File: config.mk
export PLATFORM = sky130hd
export DESIGN_NAME = rri_top
export DESIGN_NICKNAME = d
export VERILOG_FILES = /design/src/rri_pkg.sv /design/src/rri_top.sv
export VERILOG_INCLUDE_DIRS = /design/src
export SDC_FILE = /design/constraint.sdc
export NUM_CORES = 1
export LEC_CHECK = 0
export BUFFER_PORTS_ARGS = -buffer_cell sky130_fd_sc_hd__buf_2
export CAP_MARGIN = 20
export CORE_AREA = 2 2 202 204
export CTS_BUF_LIST = sky130_fd_sc_hd__clkbuf_2
export DETAILED_ROUTE_END_ITERATION = 8
export DIE_AREA = 0 0 204 206
export PLACE_DENSITY = 0.64
export REMOVE_ABC_BUFFERS = 1
export SLEW_MARGIN = 20
export SYNTH_ARGS = -nofsm -noshare
export SYNTH_HDL_FRONTEND = slang
export SYNTH_SLANG_ARGS = --single-unit
export TNS_END_PERCENT = 20
File: constraint.sdc
create_clock -name pclk -period 2.2 [get_ports pclk]
set_input_delay 0.22 -clock pclk [delete_from_list [all_inputs] [get_ports pclk]]
set_output_delay 0.22 -clock pclk [all_outputs]
set_load 0.05 [all_outputs]
File: src/rri_params.svh
// Purpose: constants for the register reset initializer
// Assumes: registers are 8 bits, one per 32-bit APB word
// Notes: x bits of the power-up image load as zero
// Functional notes
// - Program counter low zeroed; wake gives pc+1
// - Interrupt wake with enable set vectors
// - Interrupt wake leaves its source flag set
// - Status image depends on reset cause
// - Irq control cleared, bit0 kept on clear
// - Option and port b-d direction set ones
// - Timer 2 period ones on every class
// - Port a direction six ones, held wake
// - Port e direction 0000_-111, bit3 zero
// - Upper latch five bits cleared, held wake
// - Port a data cleared, bit4 kept clear
// - Receive status power and clear images
// - Transmit status 0000_-010 on resets
// - Timer 1 control cleared on power only
// - Timer 2 control seven bits cleared
// - Converter control zero cleared, bit1 zero
// - Timer2 count, serial, address, baud cleared
// - Flag and enable one low bits cleared
// - Unknown group kept by clear-class resets, zeroed by brown-out
// - Unimplemented and reserved bits read zero
// - Power-on flag cleared by power-on only
`ifndef RRI_PARAMS_SVH
`define RRI_PARAMS_SVH
// ------------------------------------------------
// Register indices, byte address is four times
// ------------------------------------------------
`define RRI_WORKING 6'h00
`define RRI_TIMER0 6'h01
`define RRI_PC_LOW 6'h02
`define RRI_STATUS 6'h03
`define RRI_PTR 6'h04
`define RRI_PA_DATA 6'h05
`define RRI_PB_DATA 6'h06
`define RRI_PC_DATA 6'h07
`define RRI_PD_DATA 6'h08
`define RRI_PCLATCH 6'h09
`define RRI_IRQCTL 6'h0a
`define RRI_FLAGS1 6'h0b
`define RRI_FLAGS2 6'h0c
`define RRI_T1CTL 6'h0d
`define RRI_T2CNT 6'h0e
`define RRI_T2CTL 6'h0f
`define RRI_SSCTL 6'h10
`define RRI_CAPLO 6'h11
`define RRI_CAPHI 6'h12
`define RRI_RXSTAT 6'h13
`define RRI_CONVRES 6'h14
`define RRI_CONVCTL 6'h15
`define RRI_OPTION 6'h16
`define RRI_PA_DIR 6'h17
`define RRI_PB_DIR 6'h18
`define RRI_PC_DIR 6'h19
`define RRI_PD_DIR 6'h1a
`define RRI_PE_DIR 6'h1b
`define RRI_ENABLES1 6'h1c
`define RRI_CAUSE 6'h1d
`define RRI_T2PER 6'h1e
`define RRI_SSADDR 6'h1f
`define RRI_TXSTAT 6'h20
`define RRI_BAUD 6'h21
`define RRI_INFO 6'h22
`define RRI_NREG 34
// ------------------------------------------------
// Field positions and images
// ------------------------------------------------
`define RRI_TO_BIT 4
`define RRI_PD_BIT 3
`define RRI_IRQ_EN_BIT 7
`define RRI_POR_FLAG_BIT 1
`define RRI_BOR_FLAG_BIT 0
`define RRI_VECTOR 8'h04
`define RRI_ONES 8'hff
`define RRI_ZERO 8'h00
`define RRI_STATUS_POR 8'h18
`define RRI_MASK6 8'h3f
`define RRI_MASK5 8'h1f
`define RRI_MASK7 8'h7f
`define RRI_MASK1 8'h01
`define RRI_MASK2 8'h03
`define RRI_PE_DIR_MASK 8'hf7
`define RRI_PE_DIR_RST 8'h07
`define RRI_PA_DATA_KEEP 8'h10
`define RRI_RX_MASK 8'hef
`define RRI_TX_MASK 8'hf7
`define RRI_TX_RST 8'h02
`define RRI_CONV_MASK 8'hfd
`endif

File: src/rri_pkg.sv
// Purpose: types of the register reset initializer
// Assumes: rri_params.svh holds the numbers
// Notes: none
package rri_pkg;
`include "rri_params.svh"
   typedef enum logic [2:0] {
      RRI_POR = 3'b000,
      RRI_BOR = 3'b001,
      RRI_CLR_RUN = 3'b010,
      RRI_CLR_SLEEP = 3'b011,
      RRI_DOG_RESET = 3'b100
   } rri_cause_e;
   typedef enum logic [1:0] {
      RRI_CL_POWER = 2'b00,
      RRI_CL_CLEAR = 2'b01,
      RRI_CL_WAKE = 2'b10,
      RRI_CL_NONE = 2'b11
   } rri_class_e;
   typedef struct packed {
      logic [7:0] impl;
      logic [7:0] por;
      logic [7:0] clr;
      logic [7:0] keep;
   } rri_init_s;
   typedef struct packed {
      logic [`RRI_NREG-1:0][7:0] regs;
      logic held;
      rri_cause_e cause;
      rri_class_e last_class;
      rri_cause_e last_cause;
      logic init_pulse;
      logic run;
      logic pready;
      logic pslverr;
      logic [31:0] prdata;
   } rri_state_s;
endpackage : rri_pkg

File: src/rri_top.sv
// Purpose: loads special register images per reset or wake class
// Assumes: cause and wake inputs come from same-clock detector logic
// Notes: registers readable and writable over APB, info word read only
//
// Design decisions made here: the APB register port and the placing of the registers.
`timescale 1ns/10ps
`include "rri_params.svh"
module rri_top (
   // APB clock and reset
   input wire logic pclk,
   input wire logic presetn,
   // APB slave
   input wire logic psel,
   input wire logic penable,
   input wire logic pwrite,
   input wire logic [7:0] paddr,
   input wire logic [31:0] pwdata,
   output logic [31:0] prdata,
   output logic pready,
   output logic pslverr,
   // Reset cause detectors
   input wire logic hold_reset,
   input wire logic [2:0] reset_cause,
   // Wake-up from sleep
   input wire logic wake_pulse,
   input wire logic wake_by_irq,
   input wire logic [1:0] wake_flag_reg,
   input wire logic [2:0] wake_flag_bit,
   // Core view
   output logic core_run,
   output logic init_pulse,
   output logic [7:0] pc_out
);

   // ------------------------------------------------
   // Per-register images
   // ------------------------------------------------
   function automatic rri_pkg::rri_init_s init_of(input logic [5:0] idx);
      rri_pkg::rri_init_s r;
      r = '{impl: `RRI_ONES, por: `RRI_ZERO, clr: `RRI_ZERO, keep: `RRI_ZERO};
      case (idx)
         `RRI_WORKING, `RRI_TIMER0, `RRI_PTR, `RRI_PB_DATA, `RRI_PC_DATA, `RRI_PD_DATA,
         `RRI_CAPLO, `RRI_CAPHI, `RRI_CONVRES: begin
            r.keep = `RRI_ONES;
         end
         `RRI_OPTION, `RRI_PB_DIR, `RRI_PC_DIR, `RRI_PD_DIR, `RRI_T2PER: begin
            r.por = `RRI_ONES;
            r.clr = `RRI_ONES;
         end
         `RRI_PA_DIR: begin
            r.impl = `RRI_MASK6;
            r.por = `RRI_MASK6;
            r.clr = `RRI_MASK6;
         end
         `RRI_PE_DIR: begin
            r.impl = `RRI_PE_DIR_MASK;
            r.por = `RRI_PE_DIR_RST;
            r.clr = `RRI_PE_DIR_RST;
         end
         `RRI_PCLATCH: begin
            r.impl = `RRI_MASK5;
         end
         `RRI_IRQCTL: begin
            r.keep = `RRI_MASK1;
         end
         `RRI_FLAGS1, `RRI_ENABLES1: begin
            r.impl = `RRI_MASK7;
         end
         `RRI_FLAGS2: begin
            r.impl = `RRI_MASK1;
         end
         `RRI_PA_DATA: begin
            r.impl = `RRI_MASK6;
            r.keep = `RRI_PA_DATA_KEEP;
         end
         `RRI_RXSTAT: begin
            r.impl = `RRI_RX_MASK;
            r.keep = `RRI_MASK1;
         end
         `RRI_TXSTAT: begin
            r.impl = `RRI_TX_MASK;
            r.por = `RRI_TX_RST;
            r.clr = `RRI_TX_RST;
         end
         `RRI_T1CTL: begin
            r.impl = `RRI_MASK6;
            r.keep = `RRI_MASK6;
         end
         `RRI_T2CTL: begin
            r.impl = `RRI_MASK7;
         end
         `RRI_CONVCTL: begin
            r.impl = `RRI_CONV_MASK;
         end
         `RRI_CAUSE: begin
            r.impl = `RRI_MASK2;
            r.keep = `RRI_MASK2;
         end
         `RRI_STATUS: begin
            r.por = `RRI_STATUS_POR;
         end
         default: begin
            r.impl = `RRI_ONES;
         end
      endcase
      return r;
   endfunction : init_of

   function automatic logic [5:0] flag_index(input logic [1:0] sel);
      case (sel)
         2'b00: flag_index = `RRI_IRQCTL;
         2'b01: flag_index = `RRI_FLAGS1;
         default: flag_index = `RRI_FLAGS2;
      endcase
   endfunction : flag_index

   // ------------------------------------------------
   // State
   // ------------------------------------------------
   localparam rri_pkg::rri_state_s RRI_ST_RST = '{
      regs: '0,
      held: 1'b1,
      cause: rri_pkg::RRI_POR,
      last_class: rri_pkg::RRI_CL_NONE,
      last_cause: rri_pkg::RRI_POR,
      init_pulse: 1'b0,
      run: 1'b0,
      pready: 1'b0,
      pslverr: 1'b0,
      prdata: 32'h0000_0000
   };

   rri_pkg::rri_state_s st_ff;
   rri_pkg::rri_state_s nxt_st;

   logic [5:0] bus_idx;
   logic bus_hit;
   logic release_now;
   logic [7:0] imm;

   assign bus_idx = paddr[7:2];
   assign bus_hit = (paddr[1:0] == 2'b00) && (bus_idx <= `RRI_INFO);
   assign release_now = st_ff.held & ~hold_reset;

   // ------------------------------------------------
   // Next state
   // ------------------------------------------------
   always_comb begin
      rri_pkg::rri_init_s ini;
      logic [7:0] st_old;
      logic [5:0] fidx;
      ini = '0;
      st_old = st_ff.regs[`RRI_STATUS];
      fidx = flag_index(wake_flag_reg);
      imm = 8'h00;
      nxt_st = st_ff;
      nxt_st.init_pulse = 1'b0;
      nxt_st.pready = 1'b0;
      nxt_st.pslverr = 1'b0;
      nxt_st.held = hold_reset;
      nxt_st.run = ~hold_reset;
      if (hold_reset) begin
         nxt_st.cause = rri_pkg::rri_cause_e'(reset_cause);
      end
      // One wait state: pready answers on the second access cycle
      if (psel & penable & ~st_ff.pready) begin
         nxt_st.pready = 1'b1;
         nxt_st.pslverr = ~bus_hit;
         nxt_st.prdata = 32'h0000_0000;
         if (bus_hit && bus_idx == `RRI_INFO) begin
            nxt_st.prdata = {27'h000_0000, st_ff.last_class, st_ff.last_cause};
         end else if (bus_hit) begin
            ini = init_of(bus_idx);
            imm = ini.impl;
            nxt_st.prdata = {24'h00_0000, st_ff.regs[bus_idx] & imm};
            if (pwrite) begin
               nxt_st.regs[bus_idx] = pwdata[7:0] & imm;
            end
         end
      end
      // Reset release overrides a software write of the same cycle, except kept bits on a clear cause
      if (release_now) begin
         for (int i = 0; i < `RRI_NREG; i++) begin
            ini = init_of(6'(i));
            if (st_ff.cause == rri_pkg::RRI_POR || st_ff.cause == rri_pkg::RRI_BOR) begin
               nxt_st.regs[i] = ini.por;
            end else begin
               nxt_st.regs[i] = (ini.clr & ~ini.keep) | (nxt_st.regs[i] & ini.keep);
            end
         end
         nxt_st.regs[`RRI_PC_LOW] = `RRI_ZERO;
         case (st_ff.cause)
            rri_pkg::RRI_POR: begin
               nxt_st.regs[`RRI_STATUS] = `RRI_STATUS_POR;
               nxt_st.regs[`RRI_CAUSE][`RRI_POR_FLAG_BIT] = 1'b0;
               nxt_st.regs[`RRI_CAUSE][`RRI_BOR_FLAG_BIT] = 1'b0;
            end
            rri_pkg::RRI_BOR: begin
               nxt_st.regs[`RRI_STATUS] = {3'b000, 1'b1, 1'b1, st_old[2:0]};
               nxt_st.regs[`RRI_CAUSE] = st_ff.regs[`RRI_CAUSE];
               nxt_st.regs[`RRI_CAUSE][`RRI_BOR_FLAG_BIT] = 1'b0;
            end
            rri_pkg::RRI_CLR_RUN: begin
               nxt_st.regs[`RRI_STATUS] = {3'b000, st_old[4:0]};
            end
            rri_pkg::RRI_CLR_SLEEP: begin
               nxt_st.regs[`RRI_STATUS] = {3'b000, 1'b1, 1'b0, st_old[2:0]};
            end
            default: begin
               nxt_st.regs[`RRI_STATUS] = {3'b000, 1'b0, 1'b1, st_old[2:0]};
            end
         endcase
         nxt_st.last_cause = st_ff.cause;
         nxt_st.last_class = (st_ff.cause == rri_pkg::RRI_POR || st_ff.cause == rri_pkg::RRI_BOR) ?
                             rri_pkg::RRI_CL_POWER : rri_pkg::RRI_CL_CLEAR;
         nxt_st.init_pulse = 1'b1;
      end else if (wake_pulse & ~st_ff.held & ~hold_reset) begin
         // Everything else holds: only these registers move on wake
         nxt_st.regs[`RRI_T2PER] = `RRI_ONES;
         nxt_st.regs[`RRI_STATUS][`RRI_PD_BIT] = 1'b0;
         nxt_st.regs[`RRI_STATUS][`RRI_TO_BIT] = wake_by_irq;
         if (wake_by_irq && nxt_st.regs[`RRI_IRQCTL][`RRI_IRQ_EN_BIT]) begin
            nxt_st.regs[`RRI_PC_LOW] = `RRI_VECTOR;
            nxt_st.regs[`RRI_IRQCTL][`RRI_IRQ_EN_BIT] = 1'b0;
         end else begin
            nxt_st.regs[`RRI_PC_LOW] = st_ff.regs[`RRI_PC_LOW] + 8'h01;
         end
         if (wake_by_irq) begin
            // Flag set is applied after the bus write so it wins over a clear
            ini = init_of(fidx);
            nxt_st.regs[fidx][wake_flag_bit] = ini.impl[wake_flag_bit];
         end
         nxt_st.last_class = rri_pkg::RRI_CL_WAKE;
         nxt_st.init_pulse = 1'b1;
      end
   end

   // ------------------------------------------------
   // Registers
   // ------------------------------------------------
   always_ff @(posedge pclk or negedge presetn) begin
      if (!presetn) begin
         st_ff <= RRI_ST_RST;
      end else begin
         st_ff <= nxt_st;
      end
   end

   assign prdata = st_ff.prdata;
   assign pready = st_ff.pready;
   assign pslverr = st_ff.pslverr;
   assign core_run = st_ff.run;
   assign init_pulse = st_ff.init_pulse;
   assign pc_out = st_ff.regs[`RRI_PC_LOW];

endmodule : rri_top

==> results.py <==
metrics = {
    "setup_path": {
        "crit_path_start_kind": "primary input",
        "path_buf_inv": 6,
        "timing.reg2reg.worst_path_depth": 5,
        "worst_r2r_endpoint": "prdata[2]$_DFFE_PN0P_",
        "timing.setup.critical_path_class": "primary input to register",
        "data_required_critical_path_ps": 2960,
        "timing.critical_path.fanout_max": 14,
        "critPathArrivalTime_ps": 2890,
        "worst_path_dominant_cell_family": "buffers and inverters",
        "critical_path.endpoint_type": "register",
        "crit_top_cell": "sky130_fd_sc_hd__dlygate4sd3_1",
        "crit_path_cell_trace": "dlygate4sd3_1 > buf_2 > buf_12 > buf_4 > a2111o_1 > nand2_1 > dlygate4sd3_1 > a21oi_1 > dlygate4sd3_1",
        "slowest_delay_ps": 560,
        "reg2reg_setup_slack_ps": 80,
        "crit_slowest_cell": "sky130_fd_sc_hd__dlygate4sd3_1",
        "worst_r2r_startpoint": "st_ff[199]$_DFFE_PN0P_",
    },
    "pwr": {
        "ir_drop_v": 0.000199,
        "power.share.sequential": 0.522,
        "pwr-share-clk": 0.344,
        "static-leakage-power_nw": 7.91,
        "power_switching_mw": 3.29,
        "p_int_mw": 7.24,
        "combPwrFrac": 0.134,
        "pwr_density_cell_nw_per_um2": 589,
        "switching_share": 0.313,
    },
    "synth": {
        "yosys_most_used_dff": "sky130_fd_sc_hd__dfrtp_1",
        "yosysSeqAreaShare": 0.486,
        "synth-seq-cells": 292,
        "synth_area_per_cell_um2": 9.55,
        "cell_type_contributing_the_most_total_cell_area_after_synthesis": "sky130_fd_sc_hd__dfrtp_1",
        "syn-cell-area_um2": 15000,
        "post_synth_edffs": 0,
        "netlist_instances": 1575,
        "synth-async-reset-ratio": 1.00,
        "yosysWarnings": 0,
        "yosys-top-cells-area": "sky130_fd_sc_hd__dfrtp_1 48%, sky130_fd_sc_hd__nand2_1 10%, sky130_fd_sc_hd__mux4_2 9.7%",
        "synth_largest_type_area_fraction": 0.481,
        "post_synth_num_cell_types": 70,
    },
    "clocking": {
        "cts_tree": "yes",
        "clkLatencyLatePin_ps": 930,
        "cts_buffer_depth": 3,
        "cts_htree_levels": 3,
        "clockRootBuffer": "sky130_fd_sc_hd__clkbuf_2",
        "clock-sinks": 292,
        "cts-buffers-inserted": 78,
        "clk_pin_slew_ps": 110,
    },
    "sta": {
        "final_critical_path_setup_slack_ps": 70.0,
        "max_freq_mhz": 469,
        "hold-worst-slack_ps": 85.5,
        "timing.final.max_slew_violations": 0,
        "rsz_0062_raised_after_global_routing": "no",
        "max_slew.worst_pin.slew_ps": 809,
        "final.setup.tns_ps": 0,
        "clock-skew-final_ps": 112,
        "report.final.setup_viol": 0,
        "layout_worst_path_cycle_share": 0.968,
        "headroom_to_the_max_slew_limit": 0.457,
        "final.min_clock_period_ps": 2130,
        "timing_hold_violations_final": 0,
    },
    "worst_hold_path": {
        "min_delay_path_depth": 6,
        "worst_hold_path.endpoint": "st_ff[56]$_DFF_PN0_",
        "min_from": "pwdata[3]",
        "holdCritPathClass": "primary input to register",
    },
    "floorplanning": {
        "design.core.area_um2": 40200,
        "start_util": 0.374,
        "std_cell_rows": 74,
        "die_x_extent_um": 204,
        "die_area_um2": 42000,
        "floorplan.die.height_um": 206,
        "io_pins": 100,
    },
    "global_route": {
        "maximum_number_of_pins_on_one_net_before_global_route_repair": 68,
        "grt_pass1_wl_mm": 81.6,
        "grt_antenna_before_repair": 5,
        "via_count_of_the_first_global_routing_pass": 13600,
        "total_routing_usage_reported_by_global_routing": 0.255,
        "grt_remaining_overflow": 0,
    },
    "routing": {
        "vias": 13800,
        "total_routed_wirelength_mm": 52.6,
        "final_antenna_net_count": 0,
        "detail_route.drc_violations": 0,
        "route.detailed.wl_per_inst_um": 22.2,
        "drtPass1Iterations": 6,
        "drtIter0Drc": 1561,
        "vias_per_cell": 5.82,
    },
    "placement": {
        "placement.io_buffers": 51,
        "pre_cts_slack_ps": -109,
        "place.detailed.hpwl_mm": 35.7,
        "gp_routability_congestion": 0.966,
    },
    "final_layout": {
        "design.final.nets": 1843,
        "syn_to_final_growth_pct": 18.9,
        "drive_gt1_frac": 0.238,
    },
    "flow_run": {
        "maxCapViolations": 0,
    },
    "outcome": {
        "status": "finished, final reports clean",
    },
}
-- layout by cell type, fill, tap and decap left out, drive strengths merged, types with 7 or more instances in the layout --
cell type    instances
a21oi              183
nor2                57
dlygate4sd3         35
dfrtp              289
clkinv              11
a31oi               10
mux2i               22
and3                24
o211ai              38
clkbuf             114
nor4                10
mux4                65
conb                24
nor3                22
and2                15
a211o                7
o21ai               45
nand4               27
or3                  9
a22oi               16
nand3               63
nor3b               12
buf                227
inv                 10
nand2              405
-- state kept, by name, summed over array words and instances (netlist names) --
register    cells
pslverr         1
core_run        1
init_pulse      1
pready          1
st_ff         272
pc_out          8
prdata          8
-- per-layer routing --
metal  part of all wire  GRT usage
met5            0.00027          0
met4              0.035      0.109
met3               0.10     0.0528
met2               0.46      0.392
met1               0.41      0.350
-- cell usage after synthesis (16+ instances only) --
cell type / n
sky130_fd_sc_hd__nor3_1: 21
sky130_fd_sc_hd__nand3_1: 63
sky130_fd_sc_hd__and3_1: 24
sky130_fd_sc_hd__o21ai_0: 44
sky130_fd_sc_hd__nand4_1: 27
sky130_fd_sc_hd__buf_4: 45
sky130_fd_sc_hd__nor2_1: 57
sky130_fd_sc_hd__a22oi_1: 16
sky130_fd_sc_hd__o211ai_1: 38
sky130_fd_sc_hd__nand2_1: 405
sky130_fd_sc_hd__mux2i_1: 22
sky130_fd_sc_hd__a21oi_1: 183
sky130_fd_sc_hd__dfrtp_1: 289
sky130_fd_sc_hd__clkbuf_1: 83
sky130_fd_sc_hd__buf_2: 19
sky130_fd_sc_hd__mux4_2: 65
-- how the worst max path moves through the flow --
stage                                       from                endpoint  cells past startpoint
after floorplan              st_ff[44]$_DFF_PN1_  st_ff[278]$_DFFE_PN0N_                      4
after global placement                  paddr[2]   prdata[2]$_DFFE_PN0P_                      6
after global routing            pready$_DFF_PN0_   pc_out[7]$_DFFE_PN0P_                      7
final                                   paddr[4]       pslverr$_DFF_PN0_                      9
after detailed placement                paddr[2]    st_ff[120]$_DFF_PN0_                      9
after CTS                 st_ff[199]$_DFFE_PN0P_   prdata[2]$_DFFE_PN0P_                      5
-- area by class of cell --
cell class	count	area, um2
clock buffer	114	571
fill	3922	22300
multi-input combinational	1139	7030
inverter	12	45.0
clock inverter	9	36.3
antenna	2	5.00
sequential	292	7310
timing repair buffer	263	2220
tap	532	666
-- through the flow --
| stage | util | std cells | cell area [um2] | power (mW) |
|---|---|---|---|---|
| global placement | 0.418 | 2196 | 16800 | 6.91 |
| floorplan | - | 1443 | 14300 | 6.13 |
| finish | 0.445 | 2363 | 17900 | 10.5 |
| detailed placement | 0.418 | 2196 | 16800 | 6.92 |
| global route | 0.445 | 2362 | 17900 | 11.0 |
| CTS | 0.443 | 2355 | 17800 | 10.5 |
-- power groups by stage --
stage	clock, mW	combinational (mW)	sequential, mW
after CTS	3.66	1.39	5.49
after floorplan	0	0.476	5.65
after global routing	3.99	1.50	5.50
after global placement	0	1.32	5.59
final	3.62	1.42	5.49
after detailed placement	0	1.33	5.60
-- what timing repair did --
action,CTS,global route
setup endpoints to repair,0,9
hold buffers,36,0
endpoints found under the hold margin,494,0
buffers inserted,0,5
gates resized for setup,0,8
-- logic make-up (layout without fill, tap and decap cells) --
logic type,count (synthesis),count (layout),share of synthesized area
AO/OA/AOI/OAI,344,344,0.137
XOR/XNOR,3,3,0.00175
adder cells (fa/ha/maj),1,1,0.000832
buffers and inverters,167,398,0.0555
other,1,26,0.000249
multiplexers,91,91,0.115
AND/OR/NAND/NOR,676,676,0.204
flip-flops,292,292,0.486
-- worst min-delay path: stages --
cell                       delay (ps)
sky130_fd_sc_hd__buf_2            120
sky130_fd_sc_hd__a21boi_0         140
sky130_fd_sc_hd__and2_0           200
sky130_fd_sc_hd__buf_12           190
sky130_fd_sc_hd__nand2_1           70
sky130_fd_sc_hd__a21oi_1           50
Power figures use the tool's default switching activity.
